## src/rtl/eeprom_recovery_defs.svh

```systemverilog
// constants for the two-wire slave bus recovery and write-commit control
// assumes inclusion by bare name from rtl files only
`ifndef EEPROM_RECOVERY_DEFS_SVH
`define EEPROM_RECOVERY_DEFS_SVH

`define BITS_PER_BYTE 4'd8
`define ACK_SLOT 4'd8
`define BIT_CNT_RST 4'h0
`define BYTE_CNT_RST 8'h00
`define INIT_TIME_NS 1000
`define CLK_PERIOD_NS 5
`define INIT_CYCLES ((`INIT_TIME_NS + `CLK_PERIOD_NS - 1) / `CLK_PERIOD_NS)

`endif

```

## src/rtl/eeprom_recovery_pkg.sv

```systemverilog
// types shared by the two-wire slave recovery control
// assumes the defs header is included where numbers are needed
package eeprom_recovery_pkg;

    typedef enum logic [2:0] {
        ST_INIT = 3'b000,
        ST_STANDBY = 3'b001,
        ST_RECV = 3'b010,
        ST_ACK = 3'b011,
        ST_SEND = 3'b100,
        ST_IGNORE = 3'b101
    } slave_state_e;

    typedef struct packed {
        logic start;
        logic stop;
        logic scl_rise;
        logic scl_fall;
    } bus_event_s;

endpackage

```

## src/rtl/pin_sync.sv

```systemverilog
// two-flop synchroniser with edge detect on the synchronised level
// assumes the input is asynchronous to SYS_CLK
`timescale 1ns/1ps
module pin_sync (
    input wire logic clk, // system clock
    input wire logic srst, // sync reset
    input wire logic pin_in, // raw pin
    output logic level, // synchronised level
    output logic rise, // one-cycle rising pulse
    output logic fall // one-cycle falling pulse
);
    logic meta_r;
    logic sync_r;
    logic prev_r;

    always_ff @(posedge clk) begin
        if (srst) begin
            meta_r <= 1'b1;
            sync_r <= 1'b1;
            prev_r <= 1'b1;
        end else begin
            meta_r <= pin_in;
            sync_r <= meta_r;
            prev_r <= sync_r;
        end
    end

    assign level = sync_r;
    assign rise = sync_r & ~prev_r;
    assign fall = ~sync_r & prev_r;
endmodule

```

## src/rtl/eeprom_recovery_ctrl.sv

```systemverilog
// serial interface control of a two-wire eeprom slave: recovery, cancel, commit
// assumes one SYS_CLK domain; bus pins arrive asynchronous and are synchronised
`timescale 1ns/1ps
`include "eeprom_recovery_defs.svh"

// Functional notes
// (RULE1) The master recovers by a start then nine clocks with data released high.
// (RULE2) Clocking with data high abandons any acknowledge or data output and frees data; the code abandons only the acknowledge.
// (RULE3) A start after the dummy clocks returns the interface to idle; the code enters ST_RECV on it and reaches standby only at the following stop.
// (RULE4) The master adds a stop after the recovery start before normal transfers.
// (RULE5) The master must give a start right after the nine clocks, not keep clocking.
// (RULE6) The master should run recovery once after power is applied.
// (RULE7) The master should check the acknowledge after every byte.
// (RULE8) Instructions are ignored during power-on initialisation.
// (RULE9) After power-on clearing the device waits in standby for a start.
// (RULE10) A low supply at the committing stop cancels the write.
// (RULE11) A write starts only on a stop right after an acknowledge with data received.
// (RULE12) A start during command input cancels it and begins a new transaction.
// (RULE13) The master cannot make a start while the device holds data low.
// (RULE14) After a cancel the master must use a random read.
// (RULE15) Recovery restores the interface even if power-on clearing failed.
// (RULE16) Sending a zero bit or acknowledge drives data low.
// (RULE17) Start is data falling with clock high; stop is data rising with clock high.
module eeprom_recovery_ctrl
    import eeprom_recovery_pkg::*;
#(
    parameter int INIT_CYCLES = `INIT_CYCLES
) (
    input wire logic SYS_CLK, // system clock 200 MHz
    input wire logic SRST, // power-on clear, sync active high
    input wire logic SCL_IN, // serial clock pin
    input wire logic SDA_IN, // data pin level
    output logic SDA_OUT, // data pin drive value, always low
    output logic SDA_OE, // high while pulling data low
    input wire logic LOW_SUPPLY, // low-supply detector
    input wire logic TX_BIT, // next data bit to send
    input wire logic READ_MODE, // byte phase sends data
    output logic RX_BYTE_VALID, // pulse: byte received
    output logic [7:0] RX_BYTE, // last received byte
    output logic WRITE_START, // pulse: commit internal write
    output logic WRITE_CANCEL, // pulse: write refused by low supply
    output logic CMD_CANCEL, // pulse: command cancelled by start
    output logic READY // initialisation done
);
    logic scl_lvl;
    logic scl_rise;
    logic scl_fall;
    logic sda_lvl;
    logic sda_rise;
    logic sda_fall;
    bus_event_s ev;
    slave_state_e state_r;
    slave_state_e state_nxt;
    logic [3:0] bit_cnt_r;
    logic [7:0] shift_r;
    logic [7:0] byte_cnt_r;
    logic after_ack_r;
    logic drive_low_r;
    logic [31:0] init_cnt_r;
    logic init_done;

    // ----------------------------------------
    // pin synchronisers
    // ----------------------------------------
    pin_sync u_scl_sync (
        .clk(SYS_CLK),
        .srst(SRST),
        .pin_in(SCL_IN),
        .level(scl_lvl),
        .rise(scl_rise),
        .fall(scl_fall)
    );

    pin_sync u_sda_sync (
        .clk(SYS_CLK),
        .srst(SRST),
        .pin_in(SDA_IN),
        .level(sda_lvl),
        .rise(sda_rise),
        .fall(sda_fall)
    );

    // ----------------------------------------
    // bus conditions
    // ----------------------------------------
    // (RULE17) conditions with clock high
    assign ev.start = sda_fall & scl_lvl & ~scl_rise;
    assign ev.stop = sda_rise & scl_lvl & ~scl_rise;
    assign ev.scl_rise = scl_rise;
    assign ev.scl_fall = scl_fall;

    // ----------------------------------------
    // power-on initialisation
    // ----------------------------------------
    // (RULE8) hold off instructions
    always_ff @(posedge SYS_CLK) begin
        if (SRST) begin
            init_cnt_r <= 32'h0;
        end else if (!init_done) begin
            init_cnt_r <= init_cnt_r + 32'h1;
        end
    end

    assign init_done = (init_cnt_r >= 32'(INIT_CYCLES));
    assign READY = init_done;

    // ----------------------------------------
    // state machine
    // ----------------------------------------
    wire ack_done = (state_r == ST_ACK) && ev.scl_fall;
    wire byte_done = (state_r == ST_RECV || state_r == ST_SEND)
        && ev.scl_fall && (bit_cnt_r == `BITS_PER_BYTE);
    // (RULE11) commit only straight after an ack
    wire commit_stop = ev.stop && after_ack_r && (byte_cnt_r > 8'h01)
        && !READ_MODE;
    // (RULE2) master clocks data high while we pull data low
    wire released_by_master = ev.scl_rise && sda_lvl && drive_low_r;

    always_comb begin
        state_nxt = state_r;
        case (state_r)
            ST_INIT: begin
                // (RULE9) standby after clearing
                if (init_done) begin
                    state_nxt = ST_STANDBY;
                end
            end
            ST_STANDBY: begin
                if (ev.start) begin
                    state_nxt = ST_RECV;
                end
            end
            ST_RECV: begin
                if (byte_done) begin
                    state_nxt = ST_ACK;
                end
            end
            ST_ACK: begin
                if (ack_done) begin
                    state_nxt = READ_MODE ? ST_SEND : ST_RECV;
                end
            end
            ST_SEND: begin
                if (byte_done) begin
                    state_nxt = ST_IGNORE;
                end
            end
            ST_IGNORE: begin
                // master ack slot after a data byte
                if (ev.scl_fall) begin
                    state_nxt = sda_lvl ? ST_STANDBY : ST_SEND;
                end
            end
            default: begin
                state_nxt = ST_STANDBY;
            end
        endcase
        // (RULE2) abandon acknowledge on released data; data output in ST_SEND is kept
        if (state_r != ST_INIT && released_by_master && state_r == ST_ACK) begin
            state_nxt = ST_STANDBY;
        end
        // (RULE3) (RULE12) (RULE15) start restarts decoding
        if (state_r != ST_INIT && ev.start) begin
            state_nxt = ST_RECV;
        end
        if (state_r != ST_INIT && ev.stop) begin
            state_nxt = ST_STANDBY;
        end
    end

    // ----------------------------------------
    // datapath
    // ----------------------------------------
    always_ff @(posedge SYS_CLK) begin
        if (SRST) begin
            state_r <= ST_INIT;
            bit_cnt_r <= `BIT_CNT_RST;
            shift_r <= 8'h00;
            byte_cnt_r <= `BYTE_CNT_RST;
            after_ack_r <= 1'b0;
            RX_BYTE <= 8'h00;
            RX_BYTE_VALID <= 1'b0;
        end else begin
            state_r <= state_nxt;
            RX_BYTE_VALID <= 1'b0;
            if (ev.start || ev.stop || state_r == ST_INIT) begin
                bit_cnt_r <= `BIT_CNT_RST;
                byte_cnt_r <= (ev.start) ? `BYTE_CNT_RST : byte_cnt_r;
                after_ack_r <= 1'b0;
            end else begin
                if (ev.scl_rise && state_r == ST_RECV) begin
                    shift_r <= {shift_r[6:0], sda_lvl};
                end
                // a stop rides on the next clock's high phase, so only its fall closes the window
                if (ev.scl_fall && state_r == ST_RECV) begin
                    after_ack_r <= 1'b0;
                end
                // count rises: the fall that closes a start is not a bit
                if (byte_done) begin
                    bit_cnt_r <= `BIT_CNT_RST;
                    if (state_r == ST_RECV) begin
                        RX_BYTE <= shift_r;
                        RX_BYTE_VALID <= 1'b1;
                    end
                end else if (ev.scl_rise && (state_r == ST_RECV || state_r == ST_SEND)) begin
                    bit_cnt_r <= bit_cnt_r + 4'd1;
                end
                if (ack_done) begin
                    after_ack_r <= 1'b1;
                    byte_cnt_r <= byte_cnt_r + 8'h01;
                end
            end
        end
    end

    // ----------------------------------------
    // data line drive
    // ----------------------------------------
    // (RULE16) pull low for ack or zero bit
    wire drive_nxt = (state_nxt == ST_ACK)
        || (state_nxt == ST_SEND && !TX_BIT);

    always_ff @(posedge SYS_CLK) begin
        if (SRST) begin
            drive_low_r <= 1'b0;
            WRITE_START <= 1'b0;
            WRITE_CANCEL <= 1'b0;
            CMD_CANCEL <= 1'b0;
        end else begin
            // drive changes while clock is low, or with clock high on a start, stop or master release
            if (!scl_lvl || ev.start || ev.stop || released_by_master) begin
                drive_low_r <= drive_nxt && !ev.start && !ev.stop;
            end
            // (RULE10) (RULE11) low supply cancels commit
            WRITE_START <= commit_stop && !LOW_SUPPLY;
            WRITE_CANCEL <= commit_stop && LOW_SUPPLY;
            // (RULE12) cancel of command in progress
            CMD_CANCEL <= ev.start && (state_r == ST_RECV || state_r == ST_ACK);
        end
    end

    assign SDA_OUT = 1'b0;
    assign SDA_OE = drive_low_r;
endmodule

```

## config.mk

```make
export PLATFORM = sky130hd
export DESIGN_NAME = eeprom_recovery_ctrl
export DESIGN_NICKNAME = d
export VERILOG_FILES = /design/src/rtl/eeprom_recovery_pkg.sv /design/src/rtl/pin_sync.sv /design/src/rtl/eeprom_recovery_ctrl.sv
export VERILOG_INCLUDE_DIRS = /design/src /design/src/rtl
export SDC_FILE = /design/constraint.sdc
export NUM_CORES = 1
export LEC_CHECK = 0
export BUFFER_PORTS_ARGS = -buffer_cell sky130_fd_sc_hd__buf_2
export CAP_MARGIN = 20
export CELL_PAD_IN_SITES_DETAIL_PLACEMENT = 0
export CELL_PAD_IN_SITES_GLOBAL_PLACEMENT = 2
export CORE_ASPECT_RATIO = 1.4
export CORE_UTILIZATION = 41
export CTS_CLUSTER_SIZE = 14
export DETAILED_ROUTE_END_ITERATION = 8
export GPL_ROUTABILITY_DRIVEN = 0
export PLACE_DENSITY_LB_ADDON = 0.15
export SKIP_CTS_REPAIR_TIMING = 1
export SLEW_MARGIN = 0
export SYNTH_ARGS = -nofsm -noshare
export SYNTH_HDL_FRONTEND = slang
export SYNTH_SLANG_ARGS = --single-unit
```

## constraint.sdc

```tcl
create_clock -name SYS_CLK -period 3.18 [get_ports SYS_CLK]
set_input_delay 0 -clock SYS_CLK [delete_from_list [all_inputs] [get_ports SYS_CLK]]
set_output_delay 0 -clock SYS_CLK [all_outputs]
set_load 0.01 [all_outputs]
```

==> impl_metrics.json, run 1 <==
{
  "r2r-start": "u_scl_sync.prev_r",
  "overflow": 0,
  "drt_iter0_drc": 66,
  "clk_pin_slew_ns": 0.08,
  "core_area_mm2": 0.00707,
  "crit_required_ns": 3.46,
  "clk_latency_ns": 0.35,
  "skew_ns": 0.0120,
  "fin_crit_ns": 2.08,
  "p_clk_frac": 0.429,
  "power.leakage_uw": 0.00146,
  "grt_max_degree": 59,
  "drc": 0,
  "min_path_cells": 4,
  "numPortBuffers": 20,
  "critPathTopFamily": "simple AND/OR/NAND/NOR gates",
  "critPathMaxStageDelay_ns": 0.61,
  "diodes": 0,
  "dr_wl_met2_um": 2920,
  "slew_violations": 0,
  "synth_most_common_cell": "dfxtp_1",
  "grt_pass1_vias": 2163,
  "multiInputGateArea_mm2": 0.00142,
  "ios": 22,
  "cp.arrival_ns": 2.36,
  "syn_area_per_cell_um2": 9.59,
  "ys_async_sr_fraction": 0,
  "final.setup.tns_ns": 0,
  "stdcell_count": 440,
  "grt_pass1_wl_um": 9940,
  "worstSetupPathType": "reg2reg",
  "highest_layer": "met4",
  "hold_ws_ns": 0.00626,
  "wl_per_cell_um": 13.3,
  "pre_cts_ws_ns": 1.15,
  "endpoint_kind": "register",
  "fmax_mhz": 481,
  "postRouteWirelength_um": 5850,
  "yosysTopAreaCell": "dfxtp_1",
  "numCtsBuffers": 9,
  "cp_max_fo": 13,
  "clock_path_buffers": 2,
  "synthTopCellsByCount": "dfxtp_1 (75), nor2_1 (49), nor2b_1 (26)",
  "period_share": 0.654,
  "p_int_uw": 1340,
  "synth.distinct_cells": 55,
  "ys_warn_count": 0,
  "r2r_setup_slack_ns": 1.10,
  "regArea_mm2": 0.00150,
  "crit_path_start_kind": "register",
  "dr.pass1.iters": 6,
  "initial_core_util": 0.433,
  "clockRootBuffer": "clkbuf_8",
  "slew_headroom": 0.606,
  "crit_chain": "nor2b_1, inv_1, o2111a_1, or4_1, a31oi_1",
  "vdd_ir_drop_max_v": 0.000413,
  "p_sw_uw": 421,
  "die_w_um": 75.0,
  "cts_sinks": 75,
  "drive_gt1_frac": 0.154,
  "row_count": 36,
  "hold_path_end": "WRITE_START",
  "swShare": 0.239,
  "via_per_inst": 5.01,
  "worstMarginPinSlew_ns": 0.588,
  "setup-violations-final": 0,
  "hpwl_um": 4020,
  "critPathBufInv": 1,
  "synth_top_area_frac": 0.491,
  "dr_wl_met3_um": 174,
  "vias": 2204,
  "syn_nets": 333,
  "cts_tree": "yes",
  "pwr-share-comb": 0.028,
  "r2r_cells": 5,
  "fin_ws_ns": 1.10,
  "p_per_area_mw_per_mm2": 510,
  "area_growth_pct": 12.6,
  "die_h_um": 104,
  "postRouteAntennaNets": 0,
  "wl_met1_um": 2620,
  "antenna_found_initial": 0,
  "crit_path_top_delay_cell": "dfxtp_1",
  "r2r-end": "SDA_OE",
  "ys_ff_latch": 75,
  "synthesis.area_mm2": 0.00306,
  "max-cap-violations": 0,
  "seqPwrFrac": 0.543,
  "dieArea_mm2": 0.00782,
  "synth_area_leaders": "dfxtp_1 (49%), nor2_1 (6.0%), mux2i_1 (5.9%)",
  "synth_edf_count": 0,
  "hp-start": "READ_MODE",
  "dp.cells": 420,
  "gr-usage-all-layers": 0.167,
  "final_nets": 354,
  "postSynthCellCount": 319,
  "hold_viol": 0,
  "synth_ff_type": "dfxtp_1",
  "fill_cells": 687,
  "grt_setup_unrepaired": "no",
  "yosysSeqAreaShare": 0.491,
  "cts.htree.levels": 3,
  "outcome": "finished clean",
  "hp-class": "in2reg"
}
-- worst max-delay path by stage --
stage	startpoint	end	slack [ns]	cells after the start
6_report	u_scl_sync.prev_r	SDA_OE	1.10	5
5_1_grt	u_scl_sync.prev_r	SDA_OE	0.89	5
4_1_cts	u_scl_sync.prev_r	SDA_OE	1.11	5
3_5_place_dp	u_scl_sync.prev_r	SDA_OE	1.15	5
3_3_place_gp	u_scl_sync.prev_r	SDA_OE	1.17	5
2_1_floorplan	state_r[1]	SDA_OE	1.41	6
-- tightest hold or removal path: stages --
cell and delay, ns:
buf_2 0.12, nor2_1 0.05, nand4_1 0.10, nor2_1 0.04
-- layout make-up --
type / instances / share of cell area
Multi-Input combinational cell: 215 / 0.412
Inverter: 14 / 0.0156
Clock inverter: 7 / 0.0236
Tap cell: 95 / 0.0345
Sequential cell: 75 / 0.436
Timing Repair Buffer: 25 / 0.0429
Clock buffer: 9 / 0.0360
-- cell usage in the layout, fill, tap and decap left out, types with 2 or more instances in the layout --
cell and instances:
o21ai_0 10, and4b_1 2, mux2i_1 18, o211ai_1 3, nor4_1 8, o31ai_1 2, dfxtp_1 75, xnor2_1 5
nor3b_1 2, dlygate4sd3_1 4, inv_6 3, inv_1 13, clkbuf_8 9, nand4_1 9, clkinv_4 2, and3_1 3
nor3_1 5, nand4b_1 3, ha_1 7, a31oi_1 2, nor2b_1 26, or2_2 7, buf_2 20, nor2_1 49
xor2_1 8, nand3_1 7, nand2_1 6, or4_1 2, a21oi_1 7
-- layer usage --
metal,track usage,vias up
li1,-,1143
met1,0.200,1019
met5,0,-
met3,0.0504,10
met2,0.271,32
met4,0.0660,0
-- per-stage QoR --
step,power (uW),util,instance area [um2]
after floorplan,1010,-,3060
after global placement,1020,0.452,3200
after detailed placement,1020,0.452,3200
after CTS,1780,0.481,3400
after global routing,1840,0.487,3440
final,1760,0.487,3440
-- registers in the layout, indices dropped and copies added, names as in the netlist --
name,count
init_cnt_r,32
RX_BYTE,8
byte_cnt_r,8
shift_r,8
bit_cnt_r,4
state_r,3
CMD_CANCEL,1
RX_BYTE_VALID,1
SDA_OE,1
WRITE_CANCEL,1
WRITE_START,1
after_ack_r,1
u_scl_sync.level,1
u_scl_sync.meta_r,1
u_scl_sync.prev_r,1
u_sda_sync.level,1
u_sda_sync.meta_r,1
u_sda_sync.prev_r,1
-- power by group through the flow --
stage                     logic [uW]  clock network, uW  registers [uW]
after floorplan                 38.1                  0             972
after global placement          46.4                  0             976
after detailed placement        46.7                  0             976
after CTS                       47.0                780             954
after global routing            56.3                827             956
final                           49.3                754             954
-- cells by family (layout without fill, tap and decap cells) --
logic type / after synthesis / in the layout / synth area share
adder cells (fa/ha/maj): 7 / 7 / 0.0286
buffers and inverters: 29 / 55 / 0.0462
AND/OR/NAND/NOR: 140 / 140 / 0.252
XOR/XNOR: 13 / 13 / 0.0372
flip-flops: 75 / 75 / 0.491
multiplexers: 19 / 19 / 0.0625
other: 1 / 1 / 0.00123
AO/OA/AOI/OAI: 35 / 35 / 0.0814
No activity file was read; power rests on OpenSTA's default activity.
==> inputs of run 2 (changes only) <==
--- a/config.mk
+++ b/config.mk
@@ -11,7 +11,7 @@
 export CELL_PAD_IN_SITES_DETAIL_PLACEMENT = 0
 export CELL_PAD_IN_SITES_GLOBAL_PLACEMENT = 2
 export CORE_ASPECT_RATIO = 1.4
-export CORE_UTILIZATION = 41
+export CORE_UTILIZATION = 38
 export CTS_CLUSTER_SIZE = 14
 export DETAILED_ROUTE_END_ITERATION = 8
 export GPL_ROUTABILITY_DRIVEN = 0
==> constraint.sdc (replaced) <==
create_clock -name SYS_CLK -period 2.15 [get_ports SYS_CLK]
set_input_delay 0 -clock SYS_CLK [delete_from_list [all_inputs] [get_ports SYS_CLK]]
set_output_delay 0 -clock SYS_CLK [all_outputs]
set_load 0.01 [all_outputs]
==> impl_metrics.json, run 2 (synthesis gave the netlist of run 1 again) <==
{
  "outcome": "finished, violations left",
  "violations": "negative hold slack",
  "area_growth_pct": 13.8,
  "period_share": 0.900,
  "r2r_setup_slack_ns": 0.22,
  "cp.arrival_ns": 2.22,
  "cp_max_fo": 8,
  "numCtsBuffers": 9,
  "ios": 22,
  "die_h_um": 108,
  "r2r-end": "SDA_OE",
  "clockRootBuffer": "clkbuf_8",
  "worstSetupPathType": "reg2reg",
  "met2_usage": 0.272,
  "final_core_util": 0.447,
  "grt_max_degree": 45,
  "max-cap-violations": 0,
  "numPortBuffers": 20,
  "core_area_mm2": 0.00780,
  "crit_end": "SDA_OE",
  "diodes": 0,
  "slew_headroom": 0.588,
  "dieArea_mm2": 0.00842,
  "pwr-share-comb": 0.028,
  "hpwl_um": 4140,
  "r2r-start": "state_r[0]",
  "final_cell_mix": "dfxtp_1 (74), nor2_1 (49), nor2b_1 (26), buf_2 (20), mux2i_1 (18)",
  "via_per_inst": 4.90,
  "p_int_uw": 2000,
  "cts_tree": "yes",
  "grt_util_met1": 0.170,
  "postRouteWirelength_um": 5890,
  "power.leakage_uw": 0.00148,
  "vias": 2205,
  "clock_path_buffers": 2,
  "drt_iter0_drc": 89,
  "hold_viol": 1,
  "p_per_area_mw_per_mm2": 740,
  "top_register": "init_cnt_r",
  "grt_setup_unrepaired": "no",
  "grt_pass1_vias": 2180,
  "dr.pass1.iters": 4,
  "p_clk_frac": 0.425,
  "final.setup.tns_ns": 0,
  "clk_pin_slew_ns": 0.07,
  "vdd_ir_drop_max_v": 0.000450,
  "p_sw_uw": 582,
  "r2r_cells": 5,
  "skew_ns": 0.00846,
  "crit_required_ns": 2.44,
  "wl_per_cell_um": 13.1,
  "swShare": 0.226,
  "layout_commonest_cell": "dfxtp_1",
  "overflow": 0,
  "clk_latency_ns": 0.35,
  "slew_violations": 0,
  "seqPwrFrac": 0.547,
  "setup-violations-final": 0,
  "row_count": 38,
  "dp.cells": 431,
  "crit_path_start_kind": "register",
  "busiest_layer": "met2",
  "setup.worst_path.start": "state_r[0]",
  "stdcell_count": 450,
  "final_nets": 359,
  "p_total_uw": 2580,
  "fill_cells": 818,
  "drc": 0,
  "grt_pass1_wl_um": 10000,
  "hold_ws_ns": -0.00299,
  "gr-usage-all-layers": 0.158,
  "cts_sinks": 75,
  "die_w_um": 77.8,
  "drive_gt1_frac": 0.169,
  "fin_crit_ns": 1.93,
  "postRouteAntennaNets": 0,
  "cts.htree.levels": 3,
  "fmax_mhz": 517,
  "endpoint_kind": "register",
  "globalRouteMet3Util": 0.0304,
  "worstMarginPinSlew_ns": 0.614,
  "hp-class": "in2reg",
  "antenna_found_initial": 0,
  "largest_reg_flops": 32,
  "initial_core_util": 0.392
}
run 2: changes by cell type in the layout (fill, tap and decap cells not counted):
cell,before,now
clkbuf_8,9,10
clkinv_2,0,1
clkinv_4,2,1
clkbuf_1,0,1
dfxtp_1,75,74
buf_4,1,7
dlygate4sd3_1,4,3
inv_6,3,1
dfxtp_2,0,1
run 2: layout make-up:
class,count,area (um2),area share
flip-flops and latches,75,1500,0.431
inverters,14,53.8,0.0154
clock buffers,11,141,0.0406
repair buffers,30,183,0.0524
clock inverters,5,60.1,0.0172
multi-input cells,215,1420,0.407
well taps,100,125,0.0359
run 2: power groups by stage:
| stage | Clock, uW | Combinational, uW | Sequential (uW) |
|---|---|---|---|
| after floorplan | 0 | 56.3 | 1440 |
| after global placement | 0 | 69.7 | 1440 |
| after detailed placement | 0 | 70.1 | 1440 |
| after CTS | 1140 | 70.2 | 1410 |
| after global routing | 1200 | 82.8 | 1410 |
| final | 1090 | 73.0 | 1410 |
run 2: worst min path at each step:
stage               start            to  slack (ns)  cells past startpoint
2_1_floorplan  LOW_SUPPLY   WRITE_START        0.07                      1
3_3_place_gp   LOW_SUPPLY   WRITE_START        0.18                      2
3_5_place_dp   LOW_SUPPLY   WRITE_START        0.18                      2
4_1_cts        LOW_SUPPLY   WRITE_START       -0.21                      2
5_1_grt         READ_MODE   WRITE_START        0.03                      4
6_report        READ_MODE  WRITE_CANCEL      -0.003                      4
run 2: critical path, stage by stage (launching register included):
cell	delay [ns]
dfxtp_1	0.54
nand3b_2	0.13
o32a_1	0.32
a311o_1	0.32
or4_1	0.39
a31oi_1	0.16
run 2: per-layer routing:
metal  share of wire  up-vias
li1                -     1144
met1            0.45     1024
met2            0.50       25
met3           0.024       12
met4           0.029        0
met5               0        -
run 2: stage by stage:
step | hold WS [ns] | worst slack, ns | instance area [um2]
after floorplan | 0.0724 | 0.378 | 3060
final | -0.00299 | 0.216 | 3480
after global routing | 0.0263 | 0.0851 | 3480
after CTS | -0.208 | 0.123 | 3450
after global placement | 0.175 | 0.163 | 3250
after detailed placement | 0.182 | 0.125 | 3250
==> inputs of run 3 (changes only) <==
--- a/config.mk
+++ b/config.mk
@@ -11,11 +11,11 @@
 export CELL_PAD_IN_SITES_DETAIL_PLACEMENT = 0
 export CELL_PAD_IN_SITES_GLOBAL_PLACEMENT = 2
 export CORE_ASPECT_RATIO = 1.4
-export CORE_UTILIZATION = 38
+export CORE_UTILIZATION = 30
 export CTS_CLUSTER_SIZE = 14
 export DETAILED_ROUTE_END_ITERATION = 8
 export GPL_ROUTABILITY_DRIVEN = 0
-export PLACE_DENSITY_LB_ADDON = 0.15
+export PLACE_DENSITY_LB_ADDON = 0.1
 export SKIP_CTS_REPAIR_TIMING = 1
 export SLEW_MARGIN = 0
 export SYNTH_ARGS = -nofsm -noshare
==> impl_metrics.json, run 3 (synthesis gave the netlist of run 1 again) <==
{
  "outcome": "finished clean",
  "grt_max_degree": 45,
  "final_cell_mix": "dfxtp_1 (75), nor2_1 (49), nor2b_1 (26), buf_2 (20), mux2i_1 (18)",
  "hp-class": "in2reg",
  "wl_per_cell_um": 13.1,
  "fill_cells": 1033,
  "dr.pass1.iters": 6,
  "fin_crit_ns": 1.97,
  "top_register": "init_cnt_r",
  "stdcell_count": 485,
  "drc": 0,
  "multiInputGateArea_mm2": 0.00142,
  "largest_reg_flops": 32,
  "busiest_layer": "met2",
  "cts.htree.levels": 3,
  "dieArea_mm2": 0.0106,
  "area_growth_pct": 18.4,
  "numCtsBuffers": 9,
  "clockRootBuffer": "clkbuf_16",
  "clk_latency_ns": 0.33,
  "power.leakage_uw": 0.00153,
  "regArea_mm2": 0.00150,
  "met2_usage": 0.214,
  "drive_gt1_frac": 0.169,
  "antenna_found_initial": 0,
  "initial_core_util": 0.309,
  "final_nets": 360,
  "layout_commonest_cell": "dfxtp_1",
  "vias": 2226,
  "drt_iter0_drc": 93,
  "hp-start": "READ_MODE",
  "cp.arrival_ns": 2.24,
  "hpwl_um": 4500,
  "setup.worst_path.start": "u_scl_sync.level",
  "diodes": 0,
  "crit_path_start_kind": "register",
  "r2r_setup_slack_ns": 0.18,
  "row_count": 43,
  "slew_violations": 0,
  "gr-usage-all-layers": 0.133,
  "r2r-end": "SDA_OE",
  "clk_pin_slew_ns": 0.06,
  "clock_path_buffers": 2,
  "skew_ns": 0.00586,
  "cts_sinks": 75,
  "via_per_inst": 4.59,
  "period_share": 0.918,
  "hold_path_end": "WRITE_CANCEL",
  "final.setup.tns_ns": 0,
  "dp.cells": 467,
  "worstSetupPathType": "reg2reg",
  "grt_setup_unrepaired": "no",
  "p_per_area_mw_per_mm2": 823,
  "r2r_cells": 5,
  "setup-violations-final": 0,
  "r2r-start": "u_scl_sync.level",
  "numPortBuffers": 20,
  "fmax_mhz": 507,
  "p_total_uw": 2980,
  "die_w_um": 87.4,
  "globalRouteMet3Util": 0.0401,
  "crit_required_ns": 2.42,
  "overflow": 0,
  "cts_tree": "yes",
  "vdd_ir_drop_max_v": 0.000371,
  "grt_pass1_wl_um": 10600,
  "endpoint_kind": "register",
  "die_h_um": 122,
  "postRouteWirelength_um": 6340,
  "cp_max_fo": 14,
  "max-cap-violations": 0,
  "postRouteAntennaNets": 0,
  "ios": 22,
  "stdcell_area_mm2": 0.00362,
  "grt_util_met1": 0.156,
  "grt_pass1_vias": 2097,
  "core_area_mm2": 0.00990,
  "post_dp_cell_area_mm2": 0.00330,
  "hold_viol": 0,
  "min_path_cells": 4
}
[run 3: final cells by class]
type                       count  share of cell area
sequential                    75               0.415
multi-input combinational    215               0.391
clock buffer                   9              0.0622
timing repair buffer          31              0.0525
tap                          135              0.0466
clock inverter                 6              0.0180
inverter                      14              0.0149
[run 3: how the worst max path moves through the flow]
stage / end / slack [ns]
after floorplan: SDA_OE / 0.38
after global placement: SDA_OE / 0.18
after detailed placement: SDA_OE / 0.19
after CTS: SDA_OE / 0.17
after global routing: SDA_OE / 0.03
final: SDA_OE / 0.18
[run 3: per-stage QoR]
step	utilization	hold WS, ns	worst slack [ns]
2_1_floorplan	-	0.0724	0.378
3_3_place_gp	0.334	0.180	0.183
6_report	0.366	0.0151	0.176
3_5_place_dp	0.334	0.181	0.187
4_1_cts	0.363	-0.176	0.171
5_1_grt	0.366	0.0254	0.0267
[run 3: critical path: stages (launching register included)]
cell,delay (ns)
dfxtp_1,0.42
nand3b_2,0.28
o32a_1,0.34
a311o_1,0.32
or4_1,0.39
a31oi_1,0.16
[run 3: metal layers]
metal | wire [um] | vias up
li1 | - | 1156
met1 | 2900 | 1016
met2 | 3080 | 42
met3 | 199 | 12
met4 | 161 | 0
met5 | 0 | -
[run 3: where the power goes]
part	switching (uW)	total, uW	internal [uW]
clock network	596	1490	896
registers	12.8	1410	1400
logic	46.8	75.4	28.6
total	656	2980	2320
